[src/dmc_pkg.sv]
package dmc_pkg;

    localparam int DATA_W    = 16;
    localparam int ADDR_W    = 16;
    localparam int NUM_WORDS = 10;
    localparam int IDX_W     = 4;
    localparam int EXC_W     = 8;

    // Word indices inside the store
    localparam logic [IDX_W-1:0] IDX_SF1  = 4'h0;
    localparam logic [IDX_W-1:0] IDX_SF2  = 4'h1;
    localparam logic [IDX_W-1:0] IDX_AUTO_ENABLE_LIMIT_RESET_WORD = 4'h2;
    localparam logic [IDX_W-1:0] IDX_ADR  = 4'h3;
    localparam logic [IDX_W-1:0] IDX_RATE = 4'h4;
    localparam logic [IDX_W-1:0] IDX_CONN = 4'h5;
    localparam logic [IDX_W-1:0] IDX_ERRH = 4'h6;
    localparam logic [IDX_W-1:0] IDX_TMO  = 4'h7;
    localparam logic [IDX_W-1:0] IDX_ADR2 = 4'h8;
    localparam logic [IDX_W-1:0] IDX_FORC = 4'h9;
    localparam logic [IDX_W-1:0] IDX_NONE = 4'hF;
    localparam logic [IDX_W-1:0] IDX_LAST = 4'h9;

    // Modbus register addresses
    localparam logic [ADDR_W-1:0] ADDR_SF1  = 16'h0382;
    localparam logic [ADDR_W-1:0] ADDR_SF2  = 16'h0384;
    localparam logic [ADDR_W-1:0] ADDR_AUTO_ENABLE_LIMIT_RESET_WORD = 16'h0388;
    localparam logic [ADDR_W-1:0] ADDR_ADR  = 16'h0400;
    localparam logic [ADDR_W-1:0] ADDR_RATE = 16'h0402;
    localparam logic [ADDR_W-1:0] ADDR_CONN = 16'h0404;
    localparam logic [ADDR_W-1:0] ADDR_ERRH = 16'h0406;
    localparam logic [ADDR_W-1:0] ADDR_TMO  = 16'h0408;
    localparam logic [ADDR_W-1:0] ADDR_ADR2 = 16'h040A;
    localparam logic [ADDR_W-1:0] ADDR_FORC = 16'h040C;

    // Per word, in index order: factory value, legal range, legal bits, stored bits
    localparam logic [DATA_W-1:0] WORD_DFLT [NUM_WORDS] = '{
        16'h0200, 16'h0000, 16'h0100, 16'h007F, 16'h0000,
        16'h0007, 16'h0000, 16'h0000, 16'h0000, 16'h0000};
    localparam logic [DATA_W-1:0] WORD_MIN [NUM_WORDS] = '{
        16'h0000, 16'h0000, 16'h0000, 16'h0001, 16'h0000,
        16'h0006, 16'h0000, 16'h0000, 16'h0000, 16'h0000};
    localparam logic [DATA_W-1:0] WORD_MAX [NUM_WORDS] = '{
        16'hFFC0, 16'h0004, 16'h0111, 16'h00F7, 16'hFFFF,
        16'h0009, 16'h0001, 16'h4E20, 16'h007F, 16'h07FF};
    localparam logic [DATA_W-1:0] WORD_LEGAL [NUM_WORDS] = '{
        16'hFFC0, 16'h0004, 16'h0111, 16'hFFFF, 16'hFFFF,
        16'hFFFF, 16'hFFFF, 16'hFFFF, 16'hFFFF, 16'hFFFF};
    localparam logic [DATA_W-1:0] WORD_STORE [NUM_WORDS] = '{
        16'h7FC0, 16'h0004, 16'h0111, 16'hFFFF, 16'hFFFF,
        16'hFFFF, 16'hFFFF, 16'hFFFF, 16'hFFFF, 16'hFFFF};
    // Words whose writes act at once; the rest wait for the next power-on
    localparam logic [NUM_WORDS-1:0] WORD_IMMEDIATE = 10'h2C3;

    // Field positions
    localparam int SF1_MOTOR_PHASE_BIT = 9;
    localparam int SF1_LIMIT_INHIBIT_BIT = 11;
    localparam int SF1_MAINS_PHASE_BIT = 12;
    localparam int SF1_ENC_OUT_BIT = 13;
    localparam int SF1_FREQ_UNIT_BIT = 14;
    localparam int SF2_UV_AUTO_BIT = 2;
    localparam int AUTO_ENABLE_LIMIT_RESET_WORD_Z_BIT = 8;
    localparam int ERRH_FAULT_BIT = 0;
    localparam int FORCE_INPUTS = 8;

    localparam logic [DATA_W-1:0] LIMIT_RESP_A = 16'h0001;
    localparam logic [DATA_W-1:0] LIMIT_RESP_B = 16'h0003;

    // Modbus exception answers
    localparam logic [EXC_W-1:0] EXC_NONE          = 8'h00;
    localparam logic [EXC_W-1:0] EXC_ILLEGAL_ADDR  = 8'h02;
    localparam logic [EXC_W-1:0] EXC_ILLEGAL_VALUE = 8'h03;

    // Timing
    localparam int CLK_HZ = 20000000;
    localparam int MS_PER_S = 1000;
    localparam int CYCLES_PER_MS_DFLT = CLK_HZ / MS_PER_S;

    typedef enum logic [1:0] {
        DMC_ST_LOAD    = 2'b00,
        DMC_ST_IDLE    = 2'b01,
        DMC_ST_RESTORE = 2'b11
    } dmc_state_e;

endpackage

[src/dmc_word_store.sv]
`timescale 1ns/1ps
// Retained word store; contents survive resetn, which stands for a power cycle
module dmc_word_store #(
    parameter int W     = 16,
    parameter int DEPTH = 10,
    parameter int AW    = 4
) (
    input  wire logic          clk,
    input  wire logic          we,
    input  wire logic [AW-1:0] waddr,
    input  wire logic [W-1:0]  wdata,
    input  wire logic          re,
    input  wire logic [AW-1:0] raddr,
    output logic      [W-1:0]  rdata
);

    logic [W-1:0] mem [DEPTH];
    logic [W-1:0] rdata_ff;

    always_ff @(posedge clk) begin
        if (we) begin
            mem[waddr] <= wdata;
        end
    end

    always_ff @(posedge clk) begin
        if (re) begin
            rdata_ff <= mem[raddr];
        end
    end

    assign rdata = rdata_ff;

endmodule // dmc_word_store

[src/dmc_config_bank.sv]
`timescale 1ns/1ps
module dmc_config_bank #(
    parameter int CYCLES_PER_MS = dmc_pkg::CYCLES_PER_MS_DFLT
) (
    input  wire logic                        clk,
    input  wire logic                        resetn,
    input  wire logic                        req_valid,
    output logic                             req_ready,
    input  wire logic                        req_write,
    input  wire logic [dmc_pkg::ADDR_W-1:0]  req_addr,
    input  wire logic [dmc_pkg::DATA_W-1:0]  req_wdata,
    output logic                             rsp_valid,
    output logic      [dmc_pkg::DATA_W-1:0]  rsp_rdata,
    output logic      [dmc_pkg::EXC_W-1:0]   rsp_exception,
    input  wire logic                        restore_defaults,
    output logic                             load_busy,
    input  wire logic                        comm_activity,
    input  wire logic                        comm_error_in,
    input  wire logic                        fault_reset_in,
    input  wire logic                        undervoltage,
    input  wire logic                        negative_limit_input,
    input  wire logic                        positive_limit_input,
    input  wire logic [dmc_pkg::DATA_W-1:0]  limit_switch_response_setting,
    input  wire logic                        overtravel_retry,
    input  wire logic                        mains_phase_loss,
    input  wire logic                        encoder_output_fault,
    output logic                             limit_pulse_inhibit_en,
    output logic                             motor_phase_monitor_en,
    output logic                             mains_phase_monitor_en,
    output logic                             encoder_output_monitor_en,
    output logic                             freq_unit_centihz,
    output logic                             mains_phase_error,
    output logic                             encoder_output_error,
    output logic                             auto_fault_reset,
    output logic                             discard_missed_pulses,
    output logic                             undervoltage_fault,
    output logic                             overtravel_error,
    output logic                             conn_timeout,
    output logic                             comm_alert,
    output logic                             comm_fault,
    output logic      [dmc_pkg::DATA_W-1:0]  station_address,
    output logic      [dmc_pkg::DATA_W-1:0]  secondary_address,
    output logic      [dmc_pkg::DATA_W-1:0]  rate_select,
    output logic      [dmc_pkg::DATA_W-1:0]  connection_settings,
    output logic      [dmc_pkg::FORCE_INPUTS-1:0] force_permit
);
    import dmc_pkg::*;

    localparam int PW = $clog2(CYCLES_PER_MS + 1);
    localparam logic [PW-1:0] PRESC_LAST = PW'(CYCLES_PER_MS - 1);
    localparam logic [DATA_W-1:0] MS_SAT = 16'hFFFF;

    dmc_state_e             state_ff;
    dmc_state_e             nxt_state;
    logic [IDX_W-1:0]       seq_idx_ff;
    logic [IDX_W-1:0]       nxt_seq_idx;
    logic                   cap_vld_ff;
    logic [IDX_W-1:0]       cap_idx_ff;
    logic [DATA_W-1:0]      act_ff [NUM_WORDS];
    logic                   rsp_valid_ff;
    logic [EXC_W-1:0]       rsp_exc_ff;

    // Address decode and value check
    logic [IDX_W-1:0]       addr_idx;
    logic [IDX_W-1:0]       sel_idx;
    logic                   addr_ok;
    logic                   val_ok;
    logic                   take;
    logic                   wr_ok;
    logic [DATA_W-1:0]      wr_store;
    logic                   loading;
    logic                   restoring;
    logic                   mem_we;
    logic [IDX_W-1:0]       mem_waddr;
    logic [DATA_W-1:0]      mem_wdata;
    logic                   mem_re;
    logic [IDX_W-1:0]       mem_raddr;
    logic [DATA_W-1:0]      mem_rdata;

    assign addr_idx = (req_addr == ADDR_SF1)  ? IDX_SF1  :
                      (req_addr == ADDR_SF2)  ? IDX_SF2  :
                      (req_addr == ADDR_AUTO_ENABLE_LIMIT_RESET_WORD) ? IDX_AUTO_ENABLE_LIMIT_RESET_WORD :
                      (req_addr == ADDR_ADR)  ? IDX_ADR  :
                      (req_addr == ADDR_RATE) ? IDX_RATE :
                      (req_addr == ADDR_CONN) ? IDX_CONN :
                      (req_addr == ADDR_ERRH) ? IDX_ERRH :
                      (req_addr == ADDR_TMO)  ? IDX_TMO  :
                      (req_addr == ADDR_ADR2) ? IDX_ADR2 :
                      (req_addr == ADDR_FORC) ? IDX_FORC : IDX_NONE;
    assign addr_ok  = (addr_idx != IDX_NONE);
    assign sel_idx  = addr_ok ? addr_idx : IDX_SF1;
    // Range check covers every word; the rate word's range spans the full 16 bits
    assign val_ok   = (req_wdata >= WORD_MIN[sel_idx]) &&
                      (req_wdata <= WORD_MAX[sel_idx]) &&
                      ((req_wdata & ~WORD_LEGAL[sel_idx]) == '0);
    // Reserved top bit of word 0 is dropped even if a writer sets it
    assign wr_store = req_wdata & WORD_STORE[sel_idx];

    assign loading   = (state_ff == DMC_ST_LOAD);
    assign restoring = (state_ff == DMC_ST_RESTORE);
    // A restore request takes the slot ahead of any fieldbus access
    assign req_ready = (state_ff == DMC_ST_IDLE) && !restore_defaults;
    assign take      = req_valid && req_ready;
    assign wr_ok     = take && req_write && addr_ok && val_ok;
    assign load_busy = !(state_ff == DMC_ST_IDLE);

    assign mem_we    = wr_ok || restoring;
    assign mem_waddr = restoring ? seq_idx_ff : sel_idx;
    assign mem_wdata = restoring ? WORD_DFLT[seq_idx_ff] : wr_store;
    assign mem_re    = (take && !req_write && addr_ok) || loading;
    assign mem_raddr = loading ? seq_idx_ff : sel_idx;

    dmc_word_store #(
        .W     (DATA_W),
        .DEPTH (NUM_WORDS),
        .AW    (IDX_W)
    ) u_store (
        .clk   (clk),
        .we    (mem_we),
        .waddr (mem_waddr),
        .wdata (mem_wdata),
        .re    (mem_re),
        .raddr (mem_raddr),
        .rdata (mem_rdata)
    );

    // Sequencer: load retained words at power-on, or write factory values
    always_comb begin
        nxt_state   = state_ff;
        nxt_seq_idx = seq_idx_ff;
        case (state_ff)
            DMC_ST_LOAD: begin
                nxt_seq_idx = seq_idx_ff + 4'h1;
                if (seq_idx_ff == IDX_LAST) begin
                    nxt_state   = DMC_ST_IDLE;
                    nxt_seq_idx = '0;
                end
            end
            DMC_ST_IDLE: begin
                if (restore_defaults) begin
                    nxt_state   = DMC_ST_RESTORE;
                    nxt_seq_idx = '0;
                end
            end
            DMC_ST_RESTORE: begin
                nxt_seq_idx = seq_idx_ff + 4'h1;
                if (seq_idx_ff == IDX_LAST) begin
                    nxt_state   = DMC_ST_IDLE;
                    nxt_seq_idx = '0;
                end
            end
            default: begin
                nxt_state   = DMC_ST_IDLE;
                nxt_seq_idx = '0;
            end
        endcase
    end

    always_ff @(posedge clk) begin
        if (!resetn) begin
            state_ff   <= DMC_ST_LOAD;
            seq_idx_ff <= '0;
            cap_vld_ff <= 1'b0;
            cap_idx_ff <= '0;
        end else begin
            state_ff   <= nxt_state;
            seq_idx_ff <= nxt_seq_idx;
            cap_vld_ff <= loading;
            cap_idx_ff <= seq_idx_ff;
        end
    end

    // Live copies: held words change only at load or restore, the others also on write
    for (genvar i = 0; i < NUM_WORDS; i++) begin : g_active
        localparam logic [IDX_W-1:0] MY_IDX = IDX_W'(i);
        always_ff @(posedge clk) begin
            if (!resetn) begin
                act_ff[i] <= WORD_DFLT[i];
            end else if (restoring && seq_idx_ff == MY_IDX) begin
                act_ff[i] <= WORD_DFLT[i];
            // Write wins over the last load capture, which can share its edge
            end else if (WORD_IMMEDIATE[i] && wr_ok && sel_idx == MY_IDX) begin
                act_ff[i] <= wr_store;
            end else if (cap_vld_ff && cap_idx_ff == MY_IDX) begin
                act_ff[i] <= mem_rdata;
            end
        end
    end

    // Answer one cycle after the request is taken
    always_ff @(posedge clk) begin
        if (!resetn) begin
            rsp_valid_ff <= 1'b0;
            rsp_exc_ff   <= EXC_NONE;
        end else begin
            rsp_valid_ff <= take;
            if (take) begin
                if (!addr_ok) begin
                    rsp_exc_ff <= EXC_ILLEGAL_ADDR;
                end else if (req_write && !val_ok) begin
                    rsp_exc_ff <= EXC_ILLEGAL_VALUE;
                end else begin
                    rsp_exc_ff <= EXC_NONE;
                end
            end
        end
    end

    assign rsp_valid     = rsp_valid_ff;
    assign rsp_exception = rsp_exc_ff;
    assign rsp_rdata     = mem_rdata;

    // Configuration fields
    logic [DATA_W-1:0] sf1;
    logic [DATA_W-1:0] sf2;
    logic [DATA_W-1:0] tmo_ms;

    assign sf1    = act_ff[IDX_SF1];
    assign sf2    = act_ff[IDX_SF2];
    assign tmo_ms = act_ff[IDX_TMO];

    assign limit_pulse_inhibit_en    = !sf1[SF1_LIMIT_INHIBIT_BIT];
    assign motor_phase_monitor_en    = sf1[SF1_MOTOR_PHASE_BIT];
    assign mains_phase_monitor_en    = !sf1[SF1_MAINS_PHASE_BIT];
    assign encoder_output_monitor_en = !sf1[SF1_ENC_OUT_BIT];
    assign freq_unit_centihz         = sf1[SF1_FREQ_UNIT_BIT];
    assign station_address           = act_ff[IDX_ADR];
    assign secondary_address         = act_ff[IDX_ADR2];
    assign rate_select               = act_ff[IDX_RATE];
    assign connection_settings       = act_ff[IDX_CONN];
    // Permission only; forced values come from a separate diagnostic word
    assign force_permit = act_ff[IDX_FORC][FORCE_INPUTS-1:0];

    // Fault handling
    logic uv_prev_ff;
    logic uv_cleared;
    logic any_fault_reset;
    logic limit_hit;
    logic limit_trip_ff;
    logic resp_discards;
    logic mains_err_ff;
    logic enc_err_ff;
    logic auto_reset_ff;
    logic discard_ff;
    logic uv_fault_ff;
    logic overtravel_ff;

    assign uv_cleared      = uv_prev_ff && !undervoltage;
    assign any_fault_reset = fault_reset_in || (uv_cleared && sf2[SF2_UV_AUTO_BIT]);
    assign limit_hit       = negative_limit_input || positive_limit_input;
    assign resp_discards   = (limit_switch_response_setting == LIMIT_RESP_A) ||
                             (limit_switch_response_setting == LIMIT_RESP_B);

    always_ff @(posedge clk) begin
        if (!resetn) begin
            uv_prev_ff    <= 1'b0;
            limit_trip_ff <= 1'b0;
            mains_err_ff  <= 1'b0;
            enc_err_ff    <= 1'b0;
            auto_reset_ff <= 1'b0;
            discard_ff    <= 1'b0;
            uv_fault_ff   <= 1'b0;
            overtravel_ff <= 1'b0;
        end else begin
            uv_prev_ff    <= undervoltage;
            mains_err_ff  <= mains_phase_loss && mains_phase_monitor_en;
            enc_err_ff    <= encoder_output_fault && encoder_output_monitor_en;
            auto_reset_ff <= uv_cleared && sf2[SF2_UV_AUTO_BIT];
            discard_ff    <= any_fault_reset && limit_trip_ff && resp_discards;
            // Set wins over the clear on each sticky flag
            limit_trip_ff <= limit_hit || (limit_trip_ff && !any_fault_reset);
            uv_fault_ff   <= (undervoltage && !uv_prev_ff) ||
                             (uv_fault_ff && !any_fault_reset);
            overtravel_ff <= (overtravel_retry && act_ff[IDX_AUTO_ENABLE_LIMIT_RESET_WORD][AUTO_ENABLE_LIMIT_RESET_WORD_Z_BIT]) ||
                             (overtravel_ff && !any_fault_reset);
        end
    end

    assign mains_phase_error     = mains_err_ff;
    assign encoder_output_error  = enc_err_ff;
    assign auto_fault_reset      = auto_reset_ff;
    assign discard_missed_pulses = discard_ff;
    assign undervoltage_fault    = uv_fault_ff;
    assign overtravel_error      = overtravel_ff;

    // Connection monitor, millisecond resolution
    logic [PW-1:0]     presc_ff;
    logic [DATA_W-1:0] ms_cnt_ff;
    logic              mon_on;
    logic              activity;
    logic              timeout_hit;
    logic              timeout_ff;
    logic              comm_event;
    logic              alert_ff;
    logic              fault_ff;

    assign mon_on      = (tmo_ms != '0);
    assign activity    = take || comm_activity;
    assign timeout_hit = mon_on && !activity && (ms_cnt_ff >= tmo_ms);
    assign comm_event  = comm_error_in || (timeout_hit && !timeout_ff);

    always_ff @(posedge clk) begin
        if (!resetn) begin
            presc_ff  <= '0;
            ms_cnt_ff <= '0;
        end else if (!mon_on || activity) begin
            presc_ff  <= '0;
            ms_cnt_ff <= '0;
        end else if (presc_ff == PRESC_LAST) begin
            presc_ff  <= '0;
            if (ms_cnt_ff != MS_SAT) begin
                ms_cnt_ff <= ms_cnt_ff + 16'h0001;
            end
        end else begin
            presc_ff <= presc_ff + PW'(1);
        end
    end

    always_ff @(posedge clk) begin
        if (!resetn) begin
            timeout_ff <= 1'b0;
            alert_ff   <= 1'b0;
            fault_ff   <= 1'b0;
        end else begin
            timeout_ff <= timeout_hit || (timeout_ff && !activity && mon_on);
            alert_ff   <= comm_event && !act_ff[IDX_ERRH][ERRH_FAULT_BIT];
            fault_ff   <= comm_event && act_ff[IDX_ERRH][ERRH_FAULT_BIT];
        end
    end

    assign conn_timeout = timeout_ff;
    assign comm_alert   = alert_ff;
    assign comm_fault   = fault_ff;

endmodule // dmc_config_bank

[config.mk]
export PLATFORM = sky130hd
export DESIGN_NAME = dmc_config_bank
export DESIGN_NICKNAME = d
export VERILOG_FILES = /design/src/dmc_pkg.sv /design/src/dmc_word_store.sv /design/src/dmc_config_bank.sv
export SDC_FILE = /design/constraint.sdc
export NUM_CORES = 1
export LEC_CHECK = 0
export ABC_AREA = 1
export BUFFER_PORTS_ARGS = -buffer_cell sky130_fd_sc_hd__buf_2
export CAP_MARGIN = 0
export CORE_MARGIN = 5
export CORE_UTILIZATION = 57
export CTS_CLUSTER_SIZE = 20
export DETAILED_ROUTE_END_ITERATION = 16
export GPL_ROUTABILITY_DRIVEN = 1
export HOLD_SLACK_MARGIN = 0.02
export PLACE_DENSITY_LB_ADDON = 0.1
export SLEW_MARGIN = 20
export SYNTH_ARGS = -nofsm -noshare
export SYNTH_HDL_FRONTEND = slang
export SYNTH_SLANG_ARGS = --single-unit
[constraint.sdc]
create_clock -name clk -period 7.95 [get_ports clk]
set_input_delay 0.3975 -clock clk [delete_from_list [all_inputs] [get_ports clk]]
set_output_delay 0.3975 -clock clk [all_outputs]
set_load 0.005 [all_outputs]
[Word level (Yosys, flattened, before mapping)]
Memory sizes are Yosys's and may differ from the RTL's. A register that Yosys moved wholly into a read port is not among the register bits.
Cells that the tools add are included.
Operators by class
  $add $sub $neg: 3
  $mul: 0
  div/mod/pow operators: 0
  magnitude comparators: 5
  equal/unequal tests: 41
  shift operators: 0
  muxes and demuxes: 155
  bitwise operators: 31
  reduce and logical (&&, ||, !) cells: 90
Operator list (count)
  two-way mux 16 bit: 36
  == test 16 x 11 -> 1 bit, second input constant: 7
  two-way mux 1 bit: 98
  logical AND 1 bit: 53
  two-way mux 4 bit: 13
  == test 16 x 10 -> 1 bit, second input constant: 3
  == test 4 x 3 -> 1 bit, second input constant: 10
  bitwise AND 16 bit: 2
  greater-or-equal comparator 16 bit: 2
  OR 1 bit: 25
  == test 4 bit, second input constant: 5
  adder 16 x 1 -> 16 bit, second input constant: 1
  == test 16 x 1 -> 1 bit, second input constant: 1
  == test 16 x 2 -> 1 bit, second input constant: 1
  == test 4 x 2 -> 1 bit, second input constant: 4
  less-or-equal comparator 16 bit: 1
  logical NOT 16 bit: 1
  inequality test 16 bit, second input constant: 1
  inverter 16 bit: 1
  nonzero test 16 bit: 1
  adder 15 x 1 -> 15 bit, second input constant: 1
  == test 15 bit, second input constant: 1
  logical NOT 1 bit: 14
  == test 4 x 1 -> 1 bit, second input constant: 3
  19 further kinds: 40
Word-level totals
  bits in registers: 62
  bits in latches: 0
  memory bits (writable): 320
  bits in read-only memories: 1280
  input port bits: 62
  memories kept: 7
Memories
  (name not given): depth 16, bits a word 16, read ports 1, clocked after memory_dff 0, wr ports 0, line dmc_config_bank.sv:109  | assign mem_wdata = restoring ? WORD_DFLT[seq_idx_ff] : wr_store;
  (name not given): depth 16, bits a word 16, read ports 1, clocked after memory_dff 0, wr ports 0, line dmc_config_bank.sv:97  | assign wr_store = req_wdata & WORD_STORE[sel_idx];
  (name not given): depth 16, bits a word 16, read ports 1, clocked after memory_dff 0, wr ports 0, line dmc_config_bank.sv:95  | ((req_wdata & ~WORD_LEGAL[sel_idx]) == '0);
  (name not given): depth 16, bits a word 16, read ports 1, clocked after memory_dff 0, wr ports 0, line dmc_config_bank.sv:94  | (req_wdata <= WORD_MAX[sel_idx]) &&
  (name not given): depth 16, bits a word 16, read ports 1, clocked after memory_dff 0, wr ports 0, line dmc_config_bank.sv:93  | assign val_ok = (req_wdata >= WORD_MIN[sel_idx]) &&
  act_ff: depth 10, bits a word 16, read ports 10, clocked after memory_dff 0, wr ports 10, line dmc_config_bank.sv:59  | logic [DATA_W-1:0] act_ff [NUM_WORDS];
  +1 memories

[Depth between registers and ports, before layout]
  depth in word-level cells: 29
  depth in mapped cells: 31
  gate-level depth less buffers: 31

[Modules after synthesis]
Synthesis repeated with hierarchy kept, for this count alone.
Second synthesis, totals
  cells, all modules: 1683
  area total of the unflattened synthesis: 15633.7 µm²
Modules (own cells, without submodules)
  dmc_config_bank: instances 1, cells an instance 1036, area each 8339.2 µm², sequential area each 4003.8 µm²
  dmc_word_store: instances 1, cells an instance 647, area each 7294.5 µm², sequential area each 5285.1 µm²

[Least setup slack after synthesis]
Ideal clock, no wire load.
  path type: input-to-reg
  start point: input port req_addr[15] in the netlist's numbering
  end point: memory u_store.mem[4][0] (enable)
  setup time: 0.388 ns
  data arrival time: 4.146 ns
  data required time: 7.562 ns
  slack: 3.415 ns
  cell stages on the path: 28
  buffers on the path: 0
  cell sequence: nor2_1 > nand2_2 > nor2_8 > nand2_1 > nor2_2 > nor2_4 > nand3_4 > nand2_2 > ha_1 > inv_1 > nor2_1 > clkinv_1 > nand3_1 > ha_1 > a21oi_1 > o21a_1 > nand2_1 > nand2_1 > nand2_1 > nand2_1 > nand2_1 > inv_1 > nand3_2 > nor2_8 > nand2_1 > nand2_1 > nand3_2 > nor2_1
Between the ends
  cells in the longest elaborated chain, start to end: 25
  elaborated cells between the ends (all ways): 45
RTL lines
  from (decl): line dmc_config_bank.sv:10  | input wire logic [dmc_pkg::ADDR_W-1:0] req_addr,
  == test 16 x 11 -> 1 bit: line dmc_config_bank.sv:89  | (req_addr == ADDR_FORC) ? IDX_FORC : IDX_NONE;
  two-way mux 3 bit: line dmc_config_bank.sv:89
  two-way mux 3 bit: line dmc_config_bank.sv:88  | (req_addr == ADDR_ADR2) ? IDX_ADR2 :
  two-way mux 4 bit: line dmc_config_bank.sv:87  | (req_addr == ADDR_TMO) ? IDX_TMO :
  two-way mux 4 bit: line dmc_config_bank.sv:86  | (req_addr == ADDR_ERRH) ? IDX_ERRH :
  two-way mux 4 bit: line dmc_config_bank.sv:85  | (req_addr == ADDR_CONN) ? IDX_CONN :
  two-way mux 4 bit: line dmc_config_bank.sv:84  | (req_addr == ADDR_RATE) ? IDX_RATE :
  two-way mux 4 bit: line dmc_config_bank.sv:83  | (req_addr == ADDR_ADR) ? IDX_ADR :
  two-way mux 4 bit: line dmc_config_bank.sv:82  | (req_addr == ADDR_AUTO_ENABLE_LIMIT_RESET_WORD) ? IDX_AUTO_ENABLE_LIMIT_RESET_WORD :
  two-way mux 4 bit: line dmc_config_bank.sv:81  | (req_addr == ADDR_SF2) ? IDX_SF2 :
  two-way mux 4 bit (*): line dmc_config_bank.sv:80  | assign addr_idx = (req_addr == ADDR_SF1) ? IDX_SF1 :
  parallel branches: the longest is 14 deep, another holds memory read (16 x 16 bit)
  to (decl): line dmc_word_store.sv:17  | logic [W-1:0] mem [DEPTH];
Every way passes the cells marked *. The select of a mux whose other input is x is not followed.

[Worst setup path in the final report]
  start point: input port req_addr[2] in the netlist's numbering
  end point: memory u_store.mem[3][1] (enable)
The elaborated chain is that of the path after synthesis.

==> flow_results.xml <==
<?xml version="1.0" encoding="UTF-8"?>
<metrics>
  <group name="power">
    <metric name="vdd_drop_max" unit="mV">0.1982</metric>
    <metric name="power.leakage" unit="nW">7.423</metric>
    <metric name="power_total" unit="mW">4.452</metric>
    <metric name="pwr_density_cell" unit="mW/mm2">251.1</metric>
  </group>
  <group name="clocking">
    <metric name="cts_sinks" unit="">328</metric>
    <metric name="insertion_delay" unit="ns">0.52</metric>
    <metric name="clk_path_buf_depth" unit="">3</metric>
    <metric name="tritoncts.num_buffers" unit="">35</metric>
    <metric name="cts_root_buf" unit="">clkbuf_16</metric>
    <metric name="clk_pin_slew" unit="ns">0.06</metric>
    <metric name="cts-resized-gates" unit="">0</metric>
    <metric name="tritoncts" unit="">built</metric>
    <metric name="post-cts-setup-buffer-count" unit="">0</metric>
    <metric name="htree_levels" unit="">2</metric>
    <metric name="post_cts_hold_buffer_count" unit="">0</metric>
  </group>
  <group name="detailed_routing">
    <metric name="num_vias" unit="">11780</metric>
    <metric name="drtPass1Iterations" unit="">5</metric>
    <metric name="drt.antenna.violating_nets" unit="">0</metric>
    <metric name="detail_route.drc_violations" unit="">0</metric>
    <metric name="drt_iter0_drc" unit="">1080</metric>
    <metric name="viasPerCell" unit="">5.504</metric>
    <metric name="finalWirelength" unit="mm">39.17</metric>
    <metric name="wl_per_cell" unit="um">18.29</metric>
  </group>
  <group name="worst_setup_path">
    <metric name="setup.worst_path.class" unit="">input port to flip-flop</metric>
    <metric name="cp_data_required_time" unit="ns">8.15</metric>
    <metric name="slowest_delay" unit="ns">0.77</metric>
    <metric name="ff2ff_setup_slack" unit="ns">4.32</metric>
    <metric name="worst_setup_path_start_kind" unit="">input port</metric>
    <metric name="end_kind" unit="">flip-flop</metric>
    <metric name="timing.critical_path.fanout_max" unit="">9</metric>
    <metric name="cp.arrival" unit="ns">5.33</metric>
    <metric name="cpMostUsedCell" unit="">nand2_1</metric>
    <metric name="worst_path_max_delay_cell" unit="">nor2_1</metric>
  </group>
  <group name="sta">
    <metric name="tns" unit="ns">0</metric>
    <metric name="final_setup_viols" unit="">0</metric>
    <metric name="rsz0062_at_grt" unit="">false</metric>
    <metric name="timing.final.max_slew_violations" unit="">0</metric>
    <metric name="finalWorstPathRequiredPeriod" unit="ns">5.127</metric>
    <metric name="clock-skew-final" unit="ns">0.02224</metric>
    <metric name="relSlewSlack" unit="%">31.47</metric>
    <metric name="fin_crit_sh" unit="%">64.49</metric>
    <metric name="finalHoldViolations" unit="">0</metric>
    <metric name="fmax" unit="MHz">195.0</metric>
    <metric name="worstMarginPinSlew" unit="ns">1.017</metric>
  </group>
  <group name="grt">
    <metric name="grt-ovfl-total" unit="">0</metric>
    <metric name="grt_pass1_vias" unit="">11300</metric>
    <metric name="groute.usage.overall" unit="%">25.44</metric>
    <metric name="antenna_found_initial" unit="">0</metric>
    <metric name="largest_net_degree_at_the_start_of_global_routing" unit="">96</metric>
    <metric name="grt_first_pass_wirelength" unit="mm">61.47</metric>
  </group>
  <group name="synth">
    <metric name="ys.flop_type" unit="">edfxtp_1</metric>
    <metric name="synth.top_cell.area_share" unit="%">52.76</metric>
    <metric name="postSynthCellCount" unit="">1595</metric>
    <metric name="netlist-cell-type-count" unit="">49</metric>
    <metric name="yosys_warnings" unit="">0</metric>
    <metric name="async_set_or_reset_register_ratio_after_synthesis" unit="%">0</metric>
    <metric name="synth_area" unit="mm2">0.01548</metric>
    <metric name="number_of_flops_mapped_to_enable_cells_by_yosys" unit="">272</metric>
    <metric name="synth-seq-cells" unit="">328</metric>
    <metric name="synth_area_per_cell" unit="um2">9.707</metric>
    <metric name="synth.yosys.seq_area_share" unit="%">60.00</metric>
    <metric name="synthTopCellsByArea" unit="">edfxtp_1, nand2_1, dfxtp_1</metric>
    <metric name="netlist.top_cell.by_area" unit="">edfxtp_1</metric>
  </group>
  <group name="placement">
    <metric name="place_area" unit="mm2">0.01665</metric>
    <metric name="globalplace.congestion" unit="">0.9572</metric>
    <metric name="dp.final_hpwl" unit="mm">27.42</metric>
    <metric name="placedCellCount" unit="">2077</metric>
    <metric name="portBuffers" unit="">167</metric>
  </group>
  <group name="outcome">
    <metric name="result_of_the_run" unit="">completed</metric>
  </group>
  <group name="layout">
    <metric name="finalNonFillerCells" unit="">2141</metric>
    <metric name="final_design_area_no_fill" unit="mm2">0.01773</metric>
    <metric name="layout-drive-gt1-share" unit="%">15.89</metric>
    <metric name="nets" unit="">1880</metric>
    <metric name="antennaDiodeCount" unit="">0</metric>
    <metric name="syn_to_final_growth" unit="%">14.51</metric>
  </group>
  <group name="floorplan">
    <metric name="initial_utilization" unit="%">57.61</metric>
    <metric name="num_rows" unit="">60</metric>
    <metric name="num_io_pins" unit="">175</metric>
    <metric name="dieArea" unit="mm2">0.03056</metric>
    <metric name="core-area" unit="mm2">0.02688</metric>
    <metric name="die-height" unit="um">174.8</metric>
    <metric name="die_w" unit="um">174.8</metric>
  </group>
  <group name="run">
    <metric name="max_cap_violations" unit="">0</metric>
  </group>
  <group name="min_path">
    <metric name="hold_class" unit="">input port to flip-flop</metric>
  </group>
</metrics>
-- worst max-delay path, delay by kind of cell --
family | cells | cell delay [ns]
buffers and inverters | 7 | 0.81
adder cells (fa/ha/maj) | 2 | 0.49
AND/OR/NAND/NOR | 21 | 3.63
-- sequential cells by signal, summed over array words and instances, names as in the netlist, 2 cells and up --
register,cells
presc_ff,15
u_store.rdata,16
ms_cnt_ff,16
rsp_exception,2
act_ff,96
cap_idx_ff,4
u_store.mem,160
seq_idx_ff,4
state_ff,2
-- cells by family (layout without fill, tap and decap cells) --
kind of cell    Yosys count  in the layout  share of synthesized area (%)
compound gates          175            175                          6.570
xor+xnor                  9              9                         0.5092
flops                   328            328                          60.00
simple gates            788            788                          22.75
other cells               1              6                        0.02422
fa+ha+maj                45             45                          3.637
buf+inv                 249            449                          6.514
-- cells in the final DEF, fill, tap and decap left out, types with 11 or more instances in the layout --
| cell type | count |
|---|---|
| nor2_1 | 190 |
| o211ai_1 | 17 |
| nand3_1 | 148 |
| o21ai_1 | 11 |
| ha_1 | 45 |
| clkinv_2 | 13 |
| nand2_1 | 341 |
| o21ai_0 | 68 |
| edfxtp_1 | 272 |
| a21oi_1 | 43 |
| buf_2 | 167 |
| nand3b_1 | 20 |
| clkbuf_16 | 36 |
| buf_4 | 20 |
| nand4_1 | 14 |
| dfxtp_1 | 56 |
| nor3_1 | 30 |
| inv_1 | 191 |
-- power by group --
part | switching, mW | internal, mW | total, mW
combinational | 0.597 | 0.228 | 0.825
sequential | 0.120 | 1.99 | 2.11
clock | 0.647 | 0.868 | 1.52
total | 1.36 | 3.09 | 4.45
-- final cells by class --
type / instances / area, um2
repair buffers: 187 / 985.9
flip-flops and latches: 328 / 9289
clock inverters: 22 / 153.9
multi-input cells: 1023 / 5204
inverters: 198 / 745.7
well taps: 341 / 426.7
fillers: 2166 / 9148
clock buffers: 42 / 923.4
-- routing by layer --
layer  vias to the layer above  global-route usage (%)  part of all wire, %
met5                         -                       0                    0
met4                         0                   8.183                  3.1
met3                        76                   3.332                  6.5
met2                       430                   42.67                   48
met1                      5547                   34.77                   42
li1                       5730                       -                    -
-- cell usage after synthesis (9+ instances only) --
cell type  number
inv_1         192
nand2_1       341
ha_1           45
o21ai_0        73
nor3_1         30
clkbuf_1       25
o21bai_1        9
o211ai_1       17
nand3_1       148
a21oi_1        43
nand3b_1       20
nor2_1        190
nand4_1        14
xor2_1          9
nor4_1         10
edfxtp_1      272
dfxtp_1        56
buf_2          15
-- path summary, 6_finish.rpt --
kind / from / to / depth (start not counted)
setup / recovery: req_addr[2] / u_store.mem[3][1]$_DFFE_PP_ / 30
hold / removal: undervoltage / uv_prev_ff$_SDFF_PN0_ / 3
setup reg to reg: state_ff[0]$_SDFFE_PN0P_ / act_ff[5][15]$_SDFFCE_PN0P_ / 8
hold reg to reg: act_ff[6][0]$_DFFE_PP_ / comm_alert$_SDFF_PN0_ / 1
-- stage by stage --
stage	utilization, %	hold slack [ns]	worst slack [ns]
3_5_place_dp	61.96	0.4385	2.334
6_report	65.96	0.09067	2.823
2_1_floorplan	-	0.4080	3.415
3_3_place_gp	61.96	0.4299	2.425
5_1_grt	65.96	0.1154	2.398
4_1_cts	65.96	0.07539	2.847
(Power assumes the default switching activity.)
